===== config.mk =====
export PLATFORM = sky130hd
export DESIGN_NAME = oscillator_source_select
export DESIGN_NICKNAME = d
export VERILOG_FILES = /design/src/shared/oscillator_source_select_pkg.sv /design/src/rtl/oscillator_source_select.sv
export VERILOG_INCLUDE_DIRS = /design/src /design/src/shared
export SDC_FILE = /design/constraint.sdc
export NUM_CORES = 1
export LEC_CHECK = 0
export ABC_AREA = 0
export BUFFER_PORTS_ARGS = -buffer_cell sky130_fd_sc_hd__buf_2
export CORE_AREA = 2 2 95 97
export DETAILED_ROUTE_END_ITERATION = 12
export DIE_AREA = 0 0 97 99
export GPL_ROUTABILITY_DRIVEN = 0
export HOLD_SLACK_MARGIN = 0.06
export PLACE_DENSITY = 0.69
export SLEW_MARGIN = 20
export SYNTH_ARGS = -nofsm -noshare
export SYNTH_HDL_FRONTEND = slang
export SYNTH_SLANG_ARGS = --single-unit

===== constraint.sdc =====
create_clock -name pclk -period 3.18 [get_ports pclk]
set_input_delay 0.159 -clock pclk [delete_from_list [all_inputs] [get_ports pclk]]
set_output_delay 0.159 -clock pclk [all_outputs]
set_load 0.1 [all_outputs]

===== src/shared/oscillator_source_select_params.svh =====
// Purpose: constants of the oscillator source selection block
// Assumes: pclk at 40 MHz
// Notes: offsets are byte addresses of 32-bit APB words
`ifndef OSCILLATOR_SOURCE_SELECT_PARAMS_SVH
`define OSCILLATOR_SOURCE_SELECT_PARAMS_SVH

// register offsets
`define OFS_CONFIG 8'h00
`define OFS_CONTROL 8'h04
`define OFS_FREQ 8'h08
`define OFS_STATUS 8'h0C
`define OFS_INT_STATUS 8'h10
`define OFS_INT_CLEAR 8'h14
`define OFS_INT_ENABLE 8'h18

// field positions
`define CFG_RST_SRC_LSB 0
`define CFG_EXT_MODE_LSB 3
`define CFG_DIVIDED_CLOCK_OUTPUT_BIT 6
`define CTL_SRC_LSB 0
`define CTL_DIV_LSB 4
`define INT_SWITCH_BIT 0
`define INT_FAIL_BIT 1
`define INT_STARTUP_BIT 2

// reset values
`define CFG_RST_SRC_RESET 3'h0
`define CFG_EXT_MODE_RESET 3'h0
`define CFG_DIVIDED_CLOCK_OUTPUT_RESET 1'h0
`define FREQ_RESET 4'h8
`define DIV_RESET 4'h0

// clock source codes of the reset and new source fields
`define SRC_HF_64M 3'h0
`define SRC_EXT_PLL 3'h2
`define SRC_AUX 3'h4
`define SRC_LF 3'h5
`define SRC_HF_1M 3'h6
`define SRC_EXT 3'h7

// frequency select codes for 1 MHz and 64 MHz, largest divider code
`define FREQ_1M 4'h0
`define FREQ_64M 4'h8
`define DIV_MAX 4'h9

// timing counts
`define STARTUP_COUNT 11'd1024
`define PCLK_MHZ 40
`define FAIL_TIME_NS 2000
`define FAIL_CYCLES ((`FAIL_TIME_NS * `PCLK_MHZ) / 1000)
`define DIVIDED_CLOCK_OUTPUT_HALF 2'd1

`endif


===== src/shared/oscillator_source_select_pkg.sv =====
// Purpose: types of the oscillator source selection block
// Assumes: constants come from the params header
// Notes: enum codes count up from zero in declaration order
package oscillator_source_select_pkg;
  typedef enum logic [2:0] {
    ext_clock_high_power,
    ext_clock_medium_power,
    ext_clock_low_power,
    mode_unused,
    watch_crystal_mode,
    medium_gain_crystal_mode,
    high_gain_crystal_mode,
    mode_spare
  } ext_mode_e;
  typedef enum logic {
    startup_ready,
    startup_counting
  } startup_e;
  typedef logic [31:0] apb_word_t;
endpackage : oscillator_source_select_pkg


===== src/rtl/oscillator_source_select.sv =====
// Purpose: system clock source selection, start-up counter, fail monitor, clock out
// Assumes: pins sampled synchronous to pclk; analog amplifier and real muxing outside
// Notes: clock pins are seen as levels; their edges are counted in the pclk domain
`timescale 1ns/1ps
`include "oscillator_source_select_params.svh"

// Contract
// - reset source comes from reset source field
// - external mode field picks six modes
// - lost external clock falls back to internal
// - crystal modes wait 1024 primary clock edges
// - external logic clock skips start-up count
// - stopped clock halts logic, keeps state
// - code 010 routes external through PLL
// - fast internal offers nine frequencies
// - slow internal fixed at 31 kHz
// - clock output is system clock over four
// - software writes switch source and divider
// - primary pin clocks, secondary pin free
// - auxiliary oscillator selectable at run time
// - crystal modes drive distinct gain controls
// - divider spans one to 512
// - codes 110 and 000 start 1/64 MHz
module oscillator_source_select (
  input wire logic pclk,
  input wire logic presetn,
  input wire logic clk_enable,
  input wire logic psel,
  input wire logic penable,
  input wire logic pwrite,
  input wire logic [7:0] paddr,
  input wire oscillator_source_select_pkg::apb_word_t pwdata,
  output oscillator_source_select_pkg::apb_word_t prdata,
  output logic pready,
  output logic pslverr,
  input wire logic device_reset,
  input wire logic wake_from_sleep,
  input wire logic primary_clock_in_pin,
  input wire logic system_clock_in,
  output logic [2:0] system_source,
  output logic pll_enable,
  output logic primary_pin_is_clock,
  output logic gain_low,
  output logic gain_medium,
  output logic gain_high,
  output logic clock_released,
  output logic clock_fail_monitor,
  output logic [6:0] fast_internal_mhz,
  output logic [3:0] divider_log2,
  output logic secondary_clock_pin_out,
  output logic secondary_clock_pin_oe_n,
  output logic divided_clock_output,
  output logic irq
);
  import oscillator_source_select_pkg::*;

  typedef struct packed {
    logic [2:0] reset_clock_source_field;
    ext_mode_e external_oscillator_mode_field;
    logic clock_output_enable;
    logic [2:0] new_clock_source_field;
    logic [3:0] new_clock_divider_field;
    logic [3:0] internal_frequency_select;
    logic [2:0] cur_src;
    startup_e su_state;
    logic [10:0] startup_cycle_counter;
    logic [7:0] fail_cnt;
    logic failed;
    logic prim_prev;
    logic sys_prev;
    logic [1:0] cko_cnt;
    logic cko;
    logic [2:0] int_status;
    logic [2:0] int_enable;
    apb_word_t rdata;
  } state_s;

  state_s state_reg;
  state_s state_next;
  logic wr_acc;
  logic rd_setup;
  logic mapped;
  logic prim_edge;
  logic sys_edge;
  logic is_ext;
  logic is_crystal;
  logic restart;
  logic [2:0] events;

  // source and mode decode shared by logic and outputs
  // external source decode, direct or through the pll
  assign is_ext = (state_reg.cur_src == `SRC_EXT) || (state_reg.cur_src == `SRC_EXT_PLL);
  assign is_crystal = (state_reg.external_oscillator_mode_field == watch_crystal_mode)
      || (state_reg.external_oscillator_mode_field == medium_gain_crystal_mode)
      || (state_reg.external_oscillator_mode_field == high_gain_crystal_mode);
  assign prim_edge = primary_clock_in_pin && !state_reg.prim_prev;
  assign sys_edge = system_clock_in && !state_reg.sys_prev;

  // apb decode: zero wait states, error on unmapped offsets
  assign wr_acc = psel && penable && pwrite;
  assign rd_setup = psel && !penable && !pwrite;
  assign mapped = (paddr == `OFS_CONFIG) || (paddr == `OFS_CONTROL) || (paddr == `OFS_FREQ)
      || (paddr == `OFS_STATUS) || (paddr == `OFS_INT_STATUS) || (paddr == `OFS_INT_CLEAR)
      || (paddr == `OFS_INT_ENABLE);
  assign pready = 1'b1;
  assign pslverr = psel && penable && !mapped;

  // next state of the whole block
  always_comb begin
    state_next = state_reg;
    restart = 1'b0;
    events = 3'h0;
    state_next.prim_prev = primary_clock_in_pin;
    state_next.sys_prev = system_clock_in;
    // register writes
    if (wr_acc) begin
      case (paddr)
        `OFS_CONFIG: begin
          state_next.reset_clock_source_field = pwdata[`CFG_RST_SRC_LSB +: 3];
          state_next.external_oscillator_mode_field = ext_mode_e'(pwdata[`CFG_EXT_MODE_LSB +: 3]);
          state_next.clock_output_enable = pwdata[`CFG_DIVIDED_CLOCK_OUTPUT_BIT];
        end
        `OFS_CONTROL: begin
          state_next.new_clock_source_field = pwdata[`CTL_SRC_LSB +: 3];
          state_next.new_clock_divider_field = (pwdata[`CTL_DIV_LSB +: 4] > `DIV_MAX) ?
              `DIV_MAX : pwdata[`CTL_DIV_LSB +: 4];
          state_next.cur_src = pwdata[`CTL_SRC_LSB +: 3];
          state_next.failed = 1'b0;
          events[`INT_SWITCH_BIT] = 1'b1;
          restart = 1'b1;
        end
        `OFS_FREQ: begin
          // nine codes, larger ones clamp to 64 MHz
          state_next.internal_frequency_select = (pwdata[3:0] > `FREQ_64M) ?
              `FREQ_64M : pwdata[3:0];
        end
        `OFS_INT_ENABLE: state_next.int_enable = pwdata[2:0];
        default: begin
        end
      endcase
    end
    if (device_reset) begin
      state_next.cur_src = state_reg.reset_clock_source_field;
      state_next.new_clock_source_field = state_reg.reset_clock_source_field;
      state_next.new_clock_divider_field = `DIV_RESET;
      state_next.failed = 1'b0;
      restart = 1'b1;
      if (state_reg.reset_clock_source_field == `SRC_HF_1M) begin
        state_next.internal_frequency_select = `FREQ_1M;
      end else if (state_reg.reset_clock_source_field == `SRC_HF_64M) begin
        state_next.internal_frequency_select = `FREQ_64M;
      end
    end
    if (wake_from_sleep) begin
      restart = 1'b1;
    end
    // start-up counter
    case (state_reg.su_state)
      startup_ready: begin
        if (restart) begin
          state_next.startup_cycle_counter = 11'd0;
          state_next.su_state = startup_counting;
        end
      end
      startup_counting: begin
        if (restart) begin
          state_next.startup_cycle_counter = 11'd0;
        end else if (!is_ext || !is_crystal) begin
          state_next.su_state = startup_ready;
        end else if (prim_edge) begin
          if (state_reg.startup_cycle_counter == `STARTUP_COUNT - 11'd1) begin
            state_next.su_state = startup_ready;
            events[`INT_STARTUP_BIT] = 1'b1;
          end else begin
            state_next.startup_cycle_counter = state_reg.startup_cycle_counter + 11'd1;
          end
        end
      end
      default: state_next.su_state = startup_ready;
    endcase
    // fail monitor on released external clock
    if (is_ext && (state_reg.su_state == startup_ready) && !restart) begin
      if (prim_edge) begin
        state_next.fail_cnt = 8'd0;
      end else if (state_reg.fail_cnt == 8'(`FAIL_CYCLES - 1)) begin
        state_next.fail_cnt = 8'd0;
        state_next.failed = 1'b1;
        state_next.cur_src = `SRC_HF_64M;
        events[`INT_FAIL_BIT] = 1'b1;
      end else begin
        state_next.fail_cnt = state_reg.fail_cnt + 8'd1;
      end
    end else begin
      state_next.fail_cnt = 8'd0;
    end
    // clock out toggles every second edge
    if (sys_edge) begin
      if (state_reg.cko_cnt == `DIVIDED_CLOCK_OUTPUT_HALF) begin
        state_next.cko_cnt = 2'd0;
        state_next.cko = !state_reg.cko;
      end else begin
        state_next.cko_cnt = state_reg.cko_cnt + 2'd1;
      end
    end
    // sticky flags: a new event beats a clear in the same cycle
    state_next.int_status = state_reg.int_status | events;
    if (wr_acc && (paddr == `OFS_INT_CLEAR)) begin
      state_next.int_status = (state_reg.int_status & ~pwdata[2:0]) | events;
    end
    // read data captured in the setup phase
    if (rd_setup) begin
      state_next.rdata = 32'h0;
      case (paddr)
        `OFS_CONFIG: state_next.rdata[6:0] = {state_reg.clock_output_enable,
            state_reg.external_oscillator_mode_field, state_reg.reset_clock_source_field};
        `OFS_CONTROL: state_next.rdata[7:0] = {state_reg.new_clock_divider_field,
            1'b0, state_reg.new_clock_source_field};
        `OFS_FREQ: state_next.rdata[3:0] = state_reg.internal_frequency_select;
        `OFS_STATUS: state_next.rdata[5:0] = {state_reg.failed,
            (state_reg.su_state == startup_counting), 1'b0, state_reg.cur_src};
        `OFS_INT_STATUS: state_next.rdata[2:0] = state_reg.int_status;
        `OFS_INT_ENABLE: state_next.rdata[2:0] = state_reg.int_enable;
        default: state_next.rdata = 32'h0;
      endcase
    end
  end

  // state register; low clock enable freezes everything
  always_ff @(posedge pclk or negedge presetn) begin
    if (!presetn) begin
      state_reg <= '0;
      state_reg.reset_clock_source_field <= `CFG_RST_SRC_RESET;
      state_reg.external_oscillator_mode_field <= ext_mode_e'(`CFG_EXT_MODE_RESET);
      state_reg.clock_output_enable <= `CFG_DIVIDED_CLOCK_OUTPUT_RESET;
      state_reg.new_clock_source_field <= `CFG_RST_SRC_RESET;
      state_reg.new_clock_divider_field <= `DIV_RESET;
      state_reg.internal_frequency_select <= `FREQ_RESET;
      state_reg.cur_src <= `CFG_RST_SRC_RESET;
      state_reg.su_state <= startup_counting;
    end else if (clk_enable) begin
      state_reg <= state_next;
    end
  end

  // outputs
  assign prdata = state_reg.rdata;
  assign system_source = state_reg.cur_src;
  assign pll_enable = state_reg.cur_src == `SRC_EXT_PLL;
  // primary pin is the clock input
  assign primary_pin_is_clock = is_ext;
  // one gain control per crystal mode
  assign gain_low = is_ext && (state_reg.external_oscillator_mode_field == watch_crystal_mode);
  assign gain_medium = is_ext
      && (state_reg.external_oscillator_mode_field == medium_gain_crystal_mode);
  assign gain_high = is_ext && (state_reg.external_oscillator_mode_field == high_gain_crystal_mode);
  // crystal clock gated until count completes
  assign clock_released = state_reg.su_state == startup_ready;
  assign clock_fail_monitor = state_reg.failed;
  assign divider_log2 = state_reg.new_clock_divider_field;
  assign divided_clock_output = state_reg.cko;
  // secondary pin drives clock out when clock output is enabled and no crystal owns it
  assign secondary_clock_pin_oe_n = !(state_reg.clock_output_enable && !(is_ext && is_crystal));
  assign secondary_clock_pin_out = state_reg.cko;
  assign irq = |(state_reg.int_status & state_reg.int_enable);

  // frequency code to MHz; slow oscillator has no select field
  always_comb begin
    case (state_reg.internal_frequency_select)
      4'h0: fast_internal_mhz = 7'd1;
      4'h1: fast_internal_mhz = 7'd2;
      4'h2: fast_internal_mhz = 7'd4;
      4'h3: fast_internal_mhz = 7'd8;
      4'h4: fast_internal_mhz = 7'd12;
      4'h5: fast_internal_mhz = 7'd16;
      4'h6: fast_internal_mhz = 7'd32;
      4'h7: fast_internal_mhz = 7'd48;
      default: fast_internal_mhz = 7'd64;
    endcase
  end

  // checks
  // check
  startup_len_a: assert property (@(posedge pclk) disable iff (!presetn)
    (clk_enable && prim_edge && is_ext && is_crystal && !restart
      && state_reg.su_state == startup_counting
      && state_reg.startup_cycle_counter == `STARTUP_COUNT - 11'd1)
    |=> (state_reg.su_state == startup_ready))
    else $error("start-up did not finish at full count");
  held_while_count_a: assert property (@(posedge pclk) disable iff (!presetn)
    (state_reg.su_state == startup_counting && is_ext && is_crystal
      && state_reg.startup_cycle_counter != `STARTUP_COUNT - 11'd1)
      |=> !clock_released)
    else $error("clock released during start-up");
  bypass_ext_a: assert property (@(posedge pclk) disable iff (!presetn)
    (clk_enable && !restart && !is_crystal && state_reg.su_state == startup_counting)
      |=> clock_released)
    else $error("external logic clock delayed");
  fail_fallback_a: assert property (@(posedge pclk) disable iff (!presetn)
    $rose(clock_fail_monitor) |-> (system_source == `SRC_HF_64M) && irq == (|(
      state_reg.int_status & state_reg.int_enable)) && state_reg.int_status[`INT_FAIL_BIT])
    else $error("fail without fallback");
  pll_route_a: assert property (@(posedge pclk) disable iff (!presetn)
    clk_enable && wr_acc && paddr == `OFS_CONTROL && !device_reset
      && pwdata[2:0] == `SRC_EXT_PLL |=> pll_enable && primary_pin_is_clock)
    else $error("pll not routed");
  reset_load_a: assert property (@(posedge pclk) disable iff (!presetn)
    clk_enable && device_reset |=> system_source == $past(state_reg.reset_clock_source_field))
    else $error("reset source not loaded");
  reset_freq_a: assert property (@(posedge pclk) disable iff (!presetn)
    clk_enable && device_reset && state_reg.reset_clock_source_field == `SRC_HF_1M
      |=> fast_internal_mhz == 7'd1)
    else $error("1 MHz start wrong");
  freeze_a: assert property (@(posedge pclk) disable iff (!presetn)
    !clk_enable |=> $stable(state_reg))
    else $error("state moved while halted");
  divided_clock_output_pin_a: assert property (@(posedge pclk) disable iff (!presetn)
    secondary_clock_pin_oe_n == (gain_low || gain_medium || gain_high
      || !state_reg.clock_output_enable))
    else $error("clock out drives a crystal pin");
  gain_onehot_a: assert property (@(posedge pclk) disable iff (!presetn)
    $onehot0({gain_low, gain_medium, gain_high}))
    else $error("gain controls overlap");
  div_range_a: assert property (@(posedge pclk) disable iff (!presetn)
    divider_log2 <= `DIV_MAX)
    else $error("divider out of range");
  wake_restart_a: assert property (@(posedge pclk) disable iff (!presetn)
    clk_enable && wake_from_sleep |=> !clock_released && state_reg.startup_cycle_counter == 11'd0)
    else $error("wake did not restart count");
endmodule : oscillator_source_select


==> qor.yml, run 1 <==
sta:
  slew_headroom_pct: 42.9
  period_needed_ns: 2.51
  slew_violations: 0
  hold_viol: 0
  timing.final.crit_share_pct: 78.8
  setup_viol: 0
  max_freq_mhz: 399
  skew_ns: 0.0102
  fin_tns_setup_ns: 0
  rsz0062_at_grt: "no"
  tightest_slew_ns: 0.854
  worst_slack_ns: 0.674
layout:
  fin_cells: 559
  final_util_pct: 48.2
  finalNetCount: 498
  area_delta_synth_final_pct: 10.1
  fillCellCount: 855
  antenna_cells: 0
  largest_reg_flops: 44
  drive_gt1_share_pct: 24.4
  multi_input_area_um2: 1860
  final_design_area_no_fill_um2: 4120
  regArea_um2: 1530
setup_path:
  slowest_delay_ns: 0.78
  r2r-end: "state_reg[50]$_DFFE_PN0P_"
  crit_type: "register to register"
  cp.required_ns: 3.42
  critical_path_peak_fanout: 7
  cp-startpoint: "system_source[0]$_DFFE_PN0P_"
  reg2reg_setup_slack_ns: 0.67
  r2r-start: "system_source[0]$_DFFE_PN0P_"
  startpoint_type: "register"
  reg2reg_depth: 5
  end_kind: "register"
  endpoint: "state_reg[50]$_DFFE_PN0P_"
  arrival_ns: 2.75
  crit_chain: "xnor2_1, nand4_1, nor3b_1, nand2_1, o311ai_0"
  cp_slowest_cell: "nor3b_1"
global_routing:
  antenna_found_initial: 0
  grt_first_pass_wirelength_mm: 14.3
  gr-total-overflow: 0
  grt_max_degree: 36
  grt_pass1_vias: 2873
  track_usage_pct: 18.6
power:
  p_clk_share_pct: 31.8
  intPower_mw: 1.16
  netSwitchingPower_uw: 788
  seqPwrFrac_pct: 42.7
  p_leak_nw: 1.87
  power_density_nw_per_um2: 474
  p_sw_share_pct: 40.4
  peakVddDrop_v: 0.000200
  pwr-share-comb_pct: 25.5
clocking:
  clk_pin_slew_ns: 0.08
  cts_buffer_depth: 2
  hold_buffers: 5
  clock-sinks: 61
  cts_root_buf: "clkbuf_8"
  postCtsSetupRepairBufs: 0
  cts_buffers: 9
  h-tree-depth: 3
  insertion_delay_ns: 0.36
  cts_resized: 0
  cts_tree: "done"
floorplan:
  die_w_um: 97
  die_y_um: 99
  core_area_um2: 8550
  die-area_um2: 9600
  num_rows: 34
  ios: 109
  initial_core_util_pct: 43.8
synthesis:
  async_flop_share_pct: 100
  synth_top_family_by_area: "simple AND/OR/NAND/NOR gates"
  synth_ff_type: "dfrtp_1"
  synth_compound_area_share_pct: 16.9
  yosysMostFrequentCell: "dfrtp_1"
  ys_ff_latch: 61
  synth_common_cells: "59 x dfrtp_1, 47 x nand2_1, 43 x buf_4"
  synth-seq-area-share_pct: 40.8
  synth_area_leaders: "dfrtp_1 39%, buf_4 8.6%, nand2_1 4.7%, mux2_2 4.5%, o21ai_0 3.1%"
  yosys_warnings: 0
  synth_edf_count: 0
  ys_types: 66
  synthXorXnorAreaFrac_pct: 1.17
  synth_top_cell_area_share_pct: 39.4
  synth-simple-area-share_pct: 22.2
  synthCells: 404
  yosys.area.top_type: "dfrtp_1"
  syn_area_um2: 3740
  synth-adder-area-share_pct: 0.668
  synth.mux.area_fraction_pct: 5.85
  avgSynthCellArea_um2: 9.27
placement:
  dp_cells: 538
  placed_area_um2: 3890
  pre_cts_slack_ns: 0.659
  dp_hpwl_mm: 6.20
  port_buffers: 59
min_path:
  hp-class: "primary input to register"
  whs_path_depth: 3
  hold_start: "pwdata[6]"
route:
  drc: 0
  vias: 3050
  via_per_inst: 5.46
  routed_wirelength_mm: 8.49
  avgRoutedWirePerCell_um: 15.2
  drtIter0Drc: 133
  dr.pass1.iters: 4
  ant_nets: 0
flow_run:
  cap_violations: 0
run_status:
  outcome: "complete, no violations"
==> stage by stage <==
stage	hold WS, ns	power [mW]
floorplan	-0.137	1.30
global placement	0.286	1.34
detailed placement	0.293	1.34
CTS	0.0614	1.97
global route	0.0726	2.04
finish	0.0670	1.95
==> worst min-delay path by stage <==
| stage | endpoint | slack, ns |
|---|---|---|
| after global placement | divider_log2[1]$_DFFE_PN0P_ | 0.29 |
| after global routing | state_reg[78]$_DFFE_PN0P_ | 0.07 |
| after CTS | divider_log2[2]$_DFFE_PN0P_ | 0.06 |
| after detailed placement | prdata[4]$_DFFE_PN0P_ | 0.29 |
| final | divider_log2[2]$_DFFE_PN0P_ | 0.07 |
| after floorplan | clock_fail_monitor$_DFFE_PN0P_ | -0.14 |
==> power groups by stage <==
stage	logic [mW]	clock network (mW)	registers [mW]
floorplan	0.406	0	0.890
global placement	0.491	0	0.848
detailed placement	0.494	0	0.849
CTS	0.500	0.638	0.834
global route	0.523	0.680	0.840
finish	0.498	0.622	0.833
==> cell usage in the layout, fill, tap and decap left out, types with 3 or more instances in the layout <==
| cell type | instances |
|---|---|
| conb_1 | 25 |
| nor4_1 | 4 |
| o211ai_1 | 6 |
| a21oi_1 | 14 |
| clkinvlp_4 | 4 |
| nand2_1 | 47 |
| nand3_1 | 17 |
| nand4_1 | 7 |
| a22o_1 | 7 |
| nor3b_1 | 4 |
| nand4b_1 | 3 |
| nand2b_1 | 3 |
| o21a_1 | 5 |
| nor2_1 | 17 |
| nor3_1 | 13 |
| and3_1 | 7 |
| xor2_1 | 3 |
| a31oi_1 | 4 |
| buf_2 | 59 |
| o31ai_1 | 8 |
| o21ai_0 | 23 |
| buf_4 | 4 |
| dfrtp_1 | 59 |
| mux2i_1 | 5 |
| nor2b_1 | 3 |
| dlygate4sd3_1 | 5 |
| mux2_2 | 15 |
| a22oi_1 | 4 |
| clkbuf_8 | 9 |
| inv_1 | 12 |
==> metal layers <==
metal | up-vias | routed length, µm | global-route usage [%]
met5 | - | 0 | 0
met4 | 0 | 184 | 8.45
met3 | 14 | 438 | 4.47
met2 | 85 | 4050 | 29.0
met1 | 1457 | 3820 | 24.8
li1 | 1494 | - | -
==> worst max-delay path, delay by kind of cell (launching register included) <==
kind | cells | cell delay (ns)
XOR/XNOR | 1 | 0.30
AO/OA/AOI/OAI | 1 | 0.35
flip-flops | 1 | 0.46
AND/OR/NAND/NOR | 3 | 1.27
==> kinds of logic (layout without fill, tap and decap cells) <==
family | Yosys count | after routing
AO/OA/AOI/OAI | 90 | 90
XOR/XNOR | 5 | 5
adder cells (fa/ha/maj) | 2 | 2
buffers and inverters | 72 | 96
flip-flops | 61 | 61
multiplexers | 20 | 20
other | 2 | 25
AND/OR/NAND/NOR | 152 | 152
==> final cells by class <==
type | count | share of cell area, %
flip-flops and latches | 61 | 37.1
multi-input cells | 294 | 45.1
clock buffers | 9 | 3.01
repair buffers | 68 | 9.11
clock inverters | 7 | 1.28
well taps | 108 | 3.28
inverters | 12 | 1.09
(Power assumes the default switching activity.)
==> inputs of run 2 (changes only) <==
--- a/config.mk
+++ b/config.mk
@@ -6,14 +6,14 @@
 export SDC_FILE = /design/constraint.sdc
 export NUM_CORES = 1
 export LEC_CHECK = 0
-export ABC_AREA = 0
+export ABC_AREA = 1
 export BUFFER_PORTS_ARGS = -buffer_cell sky130_fd_sc_hd__buf_2
-export CORE_AREA = 2 2 95 97
+export CORE_AREA = 2 2 97 99
 export DETAILED_ROUTE_END_ITERATION = 12
-export DIE_AREA = 0 0 97 99
+export DIE_AREA = 0 0 99 101
 export GPL_ROUTABILITY_DRIVEN = 0
 export HOLD_SLACK_MARGIN = 0.06
-export PLACE_DENSITY = 0.69
+export PLACE_DENSITY = 0.72
 export SLEW_MARGIN = 20
 export SYNTH_ARGS = -nofsm -noshare
 export SYNTH_HDL_FRONTEND = slang
==> constraint.sdc (replaced) <==
create_clock -name pclk -period 2.25 [get_ports pclk]
set_input_delay 0.1125 -clock pclk [delete_from_list [all_inputs] [get_ports pclk]]
set_output_delay 0.1125 -clock pclk [all_outputs]
set_load 0.1 [all_outputs]
==> qor.yml, run 2 <==
floorplan:
  num_rows: 35  # +2.9%
  core_area_um2: 8980  # +5.0%
  die-area_um2: 10000  # +4.1%
  die_y_um: 101  # +2.0%
  ios: 109  # unchanged
  initial_core_util_pct: 44.3  # +0.48 points
  die_w_um: 99  # +2.1%
layout:
  final_common_cell: "nand2_1"
  drive_gt1_share_pct: 19.7  # -4.7 points
  fin_cells: 720  # +29%
  area_delta_synth_final_pct: 14.4
  regArea_um2: 1530  # about the same
  antenna_cells: 0  # unchanged
  multi_input_area_um2: 1990  # +7.0%
  largest_reg_flops: 44  # unchanged
  finalNetCount: 656  # +32%
  fillCellCount: 865  # +1.2%
  layout_common_cells: "149 x nand2_1, 59 x inv_1, 58 x dfrtp_1, 58 x buf_2, 55 x nand3_1"
flow_run:
  cap_violations: 0  # unchanged
sta:
  hold_ws_ns: 0.0735  # +0.00658 ns
  timing.final.crit_share_pct: 94.2
  hold_viol: 0  # unchanged
  skew_ns: 0.00600  # -0.00424 ns
  fin_tns_setup_ns: 0  # unchanged
  setup_viol: 0  # unchanged
  rsz0062_at_grt: "no"
  tightest_slew_ns: 0.669  # -0.185 ns
  period_needed_ns: 2.12
  max_freq_mhz: 472
  slew_violations: 0  # unchanged
  slew_headroom_pct: 55.4  # +12 points
  worst_slack_ns: 0.131  # -0.544 ns
setup_path:
  critical_path_peak_fanout: 6  # -1
  cp.required_ns: 2.14  # -1.28 ns
  slowest_delay_ns: 0.53  # -0.25 ns
  arrival_ns: 2.01  # -0.74 ns
  end_kind: "output pin"
  crit_type: "register to output pin"
  startpoint_type: "register"
  crit_chain: "nand3_2, nand2_8, clkinvlp_4, nor4_4, clkbuf_4"
  cp_slowest_cell: "dfrtp_1"
power:
  p_leak_nw: 2.31  # +24%
  netSwitchingPower_mw: 1.17  # +49%
  p_clk_share_pct: 34.8  # +3.0 points
  pwr-share-comb_pct: 26.5  # +1.0 points
  p_sw_share_pct: 38.4  # -2.0 points
  power_density_nw_per_um2: 673  # +42%
  seqPwrFrac_pct: 38.7  # -4.0 points
  intPower_mw: 1.88  # +62%
  peakVddDrop_v: 0.000283  # +41%
synthesis:
  yosys.area.top_type: "dfrtp_1"
  yosys_warnings: 0  # unchanged
  synth_edf_count: 0  # unchanged
  synth_common_cells: "149 x nand2_1, 62 x inv_1, 59 x dfrtp_1"
  synth_top_cell_area_share_pct: 37.2  # -2.3 points
  ys_types: 40  # -39%
  synth_ff_type: "dfrtp_1"
  synth_area_leaders: "dfrtp_1 37%, nand2_1 14%, buf_4 8.1%, nand3_1 7.2%, inv_1 5.9%"
  synth-seq-area-share_pct: 38.5  # -2.4 points
  synthCells: 549  # +36%
  ys_ff_latch: 61  # unchanged
  async_flop_share_pct: 100  # unchanged
  yosysMostFrequentCell: "nand2_1"
  syn_area_um2: 3970  # +6.1%
  avgSynthCellArea_um2: 7.24  # -22%
placement:
  pre_cts_slack_ns: 0.399  # -0.260 ns
  dp_cells: 697  # +30%
  dp_hpwl_mm: 7.20  # +16%
  port_buffers: 59  # unchanged
clocking:
  clk_pin_slew_ns: 0.07  # about the same
  clock-sinks: 61  # unchanged
  cts_buffers: 9  # unchanged
  cts_root_buf: "clkbuf_8"
  h-tree-depth: 3  # unchanged
  cts_buffer_depth: 2  # unchanged
  insertion_delay_ns: 0.34  # -0.02 ns
  cts_tree: "done"
  postCtsSetupRepairBufs: 0  # unchanged
global_routing:
  use_met1_pct: 24.6  # -0.19 points
  use_met3_pct: 4.44  # -0.030 points
  track_usage_pct: 20.4  # +1.7 points
  gr-total-overflow: 0  # unchanged
  grt_most_used_layer: "met2"
  grt_max_degree: 36  # unchanged
  grt_first_pass_wirelength_mm: 16.3  # +14%
  grtUsageMet2_pct: 35.7  # +6.7 points
  antenna_found_initial: 0  # unchanged
  grt_pass1_vias: 3528  # +23%
route:
  dr.pass1.iters: 4  # unchanged
  ant_nets: 0  # unchanged
  via_per_inst: 5.08  # -7.0%
  drc: 0  # unchanged
  vias: 3654  # +20%
  routed_wirelength_mm: 9.70  # +14%
  drtIter0Drc: 144  # +8.3%
  avgRoutedWirePerCell_um: 13.5  # -11%
run_status:
  outcome: "complete, no violations"
min_path:
  hp-class: "primary input to register"
==> run 2: final timing paths <==
kind / depth (start not counted) / start / to / slack (ns)
min in group asynchronous: 2 / presetn / prdata[2]$_DFFE_PN0P_ / 0.35
max reg2reg: 8 / state_reg[52]$_DFFE_PN0P_ / state_reg[52]$_DFFE_PN0P_ / 0.36
min: 3 / pwdata[5] / state_reg[81]$_DFFE_PN0P_ / 0.07
max: 5 / system_source[0]$_DFFE_PN0P_ / gain_medium / 0.13
min reg2reg: 2 / prdata[0]$_DFFE_PN0P_ / prdata[0]$_DFFE_PN0P_ / 0.47
max in group asynchronous: 3 / presetn / state_reg[63]$_DFFE_PN1P_ / 1.22
==> run 2: final cells by class <==
class	instances	share of cell area, %
Sequential cell	61	33.7
Clock inverter	6	1.93
Inverter	66	5.56
Tap cell	111	3.06
Multi-Input combinational cell	395	43.8
Timing Repair Buffer	71	9.20
Clock buffer	10	2.81
==> run 2: critical path: cells and delay by family, from the launching register on <==
kind	cells	cell delay [ns]
buf+inv	2	0.55
simple gates	3	0.59
flops	1	0.53
==> run 2: kinds of logic (layout without fill, tap and decap cells) <==
kind of cell,Yosys count,after routing,synth area share (%)
AO/OA/AOI/OAI,65,65,9.32
XOR/XNOR,7,7,1.54
adder cells (fa/ha/maj),2,2,0.630
buffers and inverters,116,153,15.6
flip-flops,61,61,38.5
multiplexers,1,1,0.283
other,2,25,0.189
AND/OR/NAND/NOR,295,295,34.0
==> run 2: metal layers <==
layer,up-vias,part of all wire (%)
met2,132,50
met3,15,6.4
met4,0,1.8
li1,1799,-
met5,-,0
met1,1708,42
==> run 2: stage by stage <==
step	utilization [%]	total power, mW	area, µm²
2_1_floorplan	-	1.93	4140
3_3_place_gp	47.4	1.99	4260
3_5_place_dp	47.4	2.00	4260
4_1_cts	50.6	3.07	4540
5_1_grt	50.6	3.17	4540
6_report	50.6	3.06	4540
==> run 2: what timing repair did <==
item | 4_1_cts | 5_1_grt
setup endpoints to repair | 0 | 1
resized for setup | 0 | 1
hold endpoints to repair | 31 | 0
hold buffers | 7 | 0
==> run 2: power groups by stage <==
stage / Clock (mW) / Combinational [mW] / Sequential (mW)
after global routing: 1.14 / 0.850 / 1.19
after global placement: 0 / 0.792 / 1.20
after CTS: 1.08 / 0.809 / 1.18
final: 1.06 / 0.810 / 1.18
after floorplan: 0 / 0.667 / 1.26
after detailed placement: 0 / 0.798 / 1.20
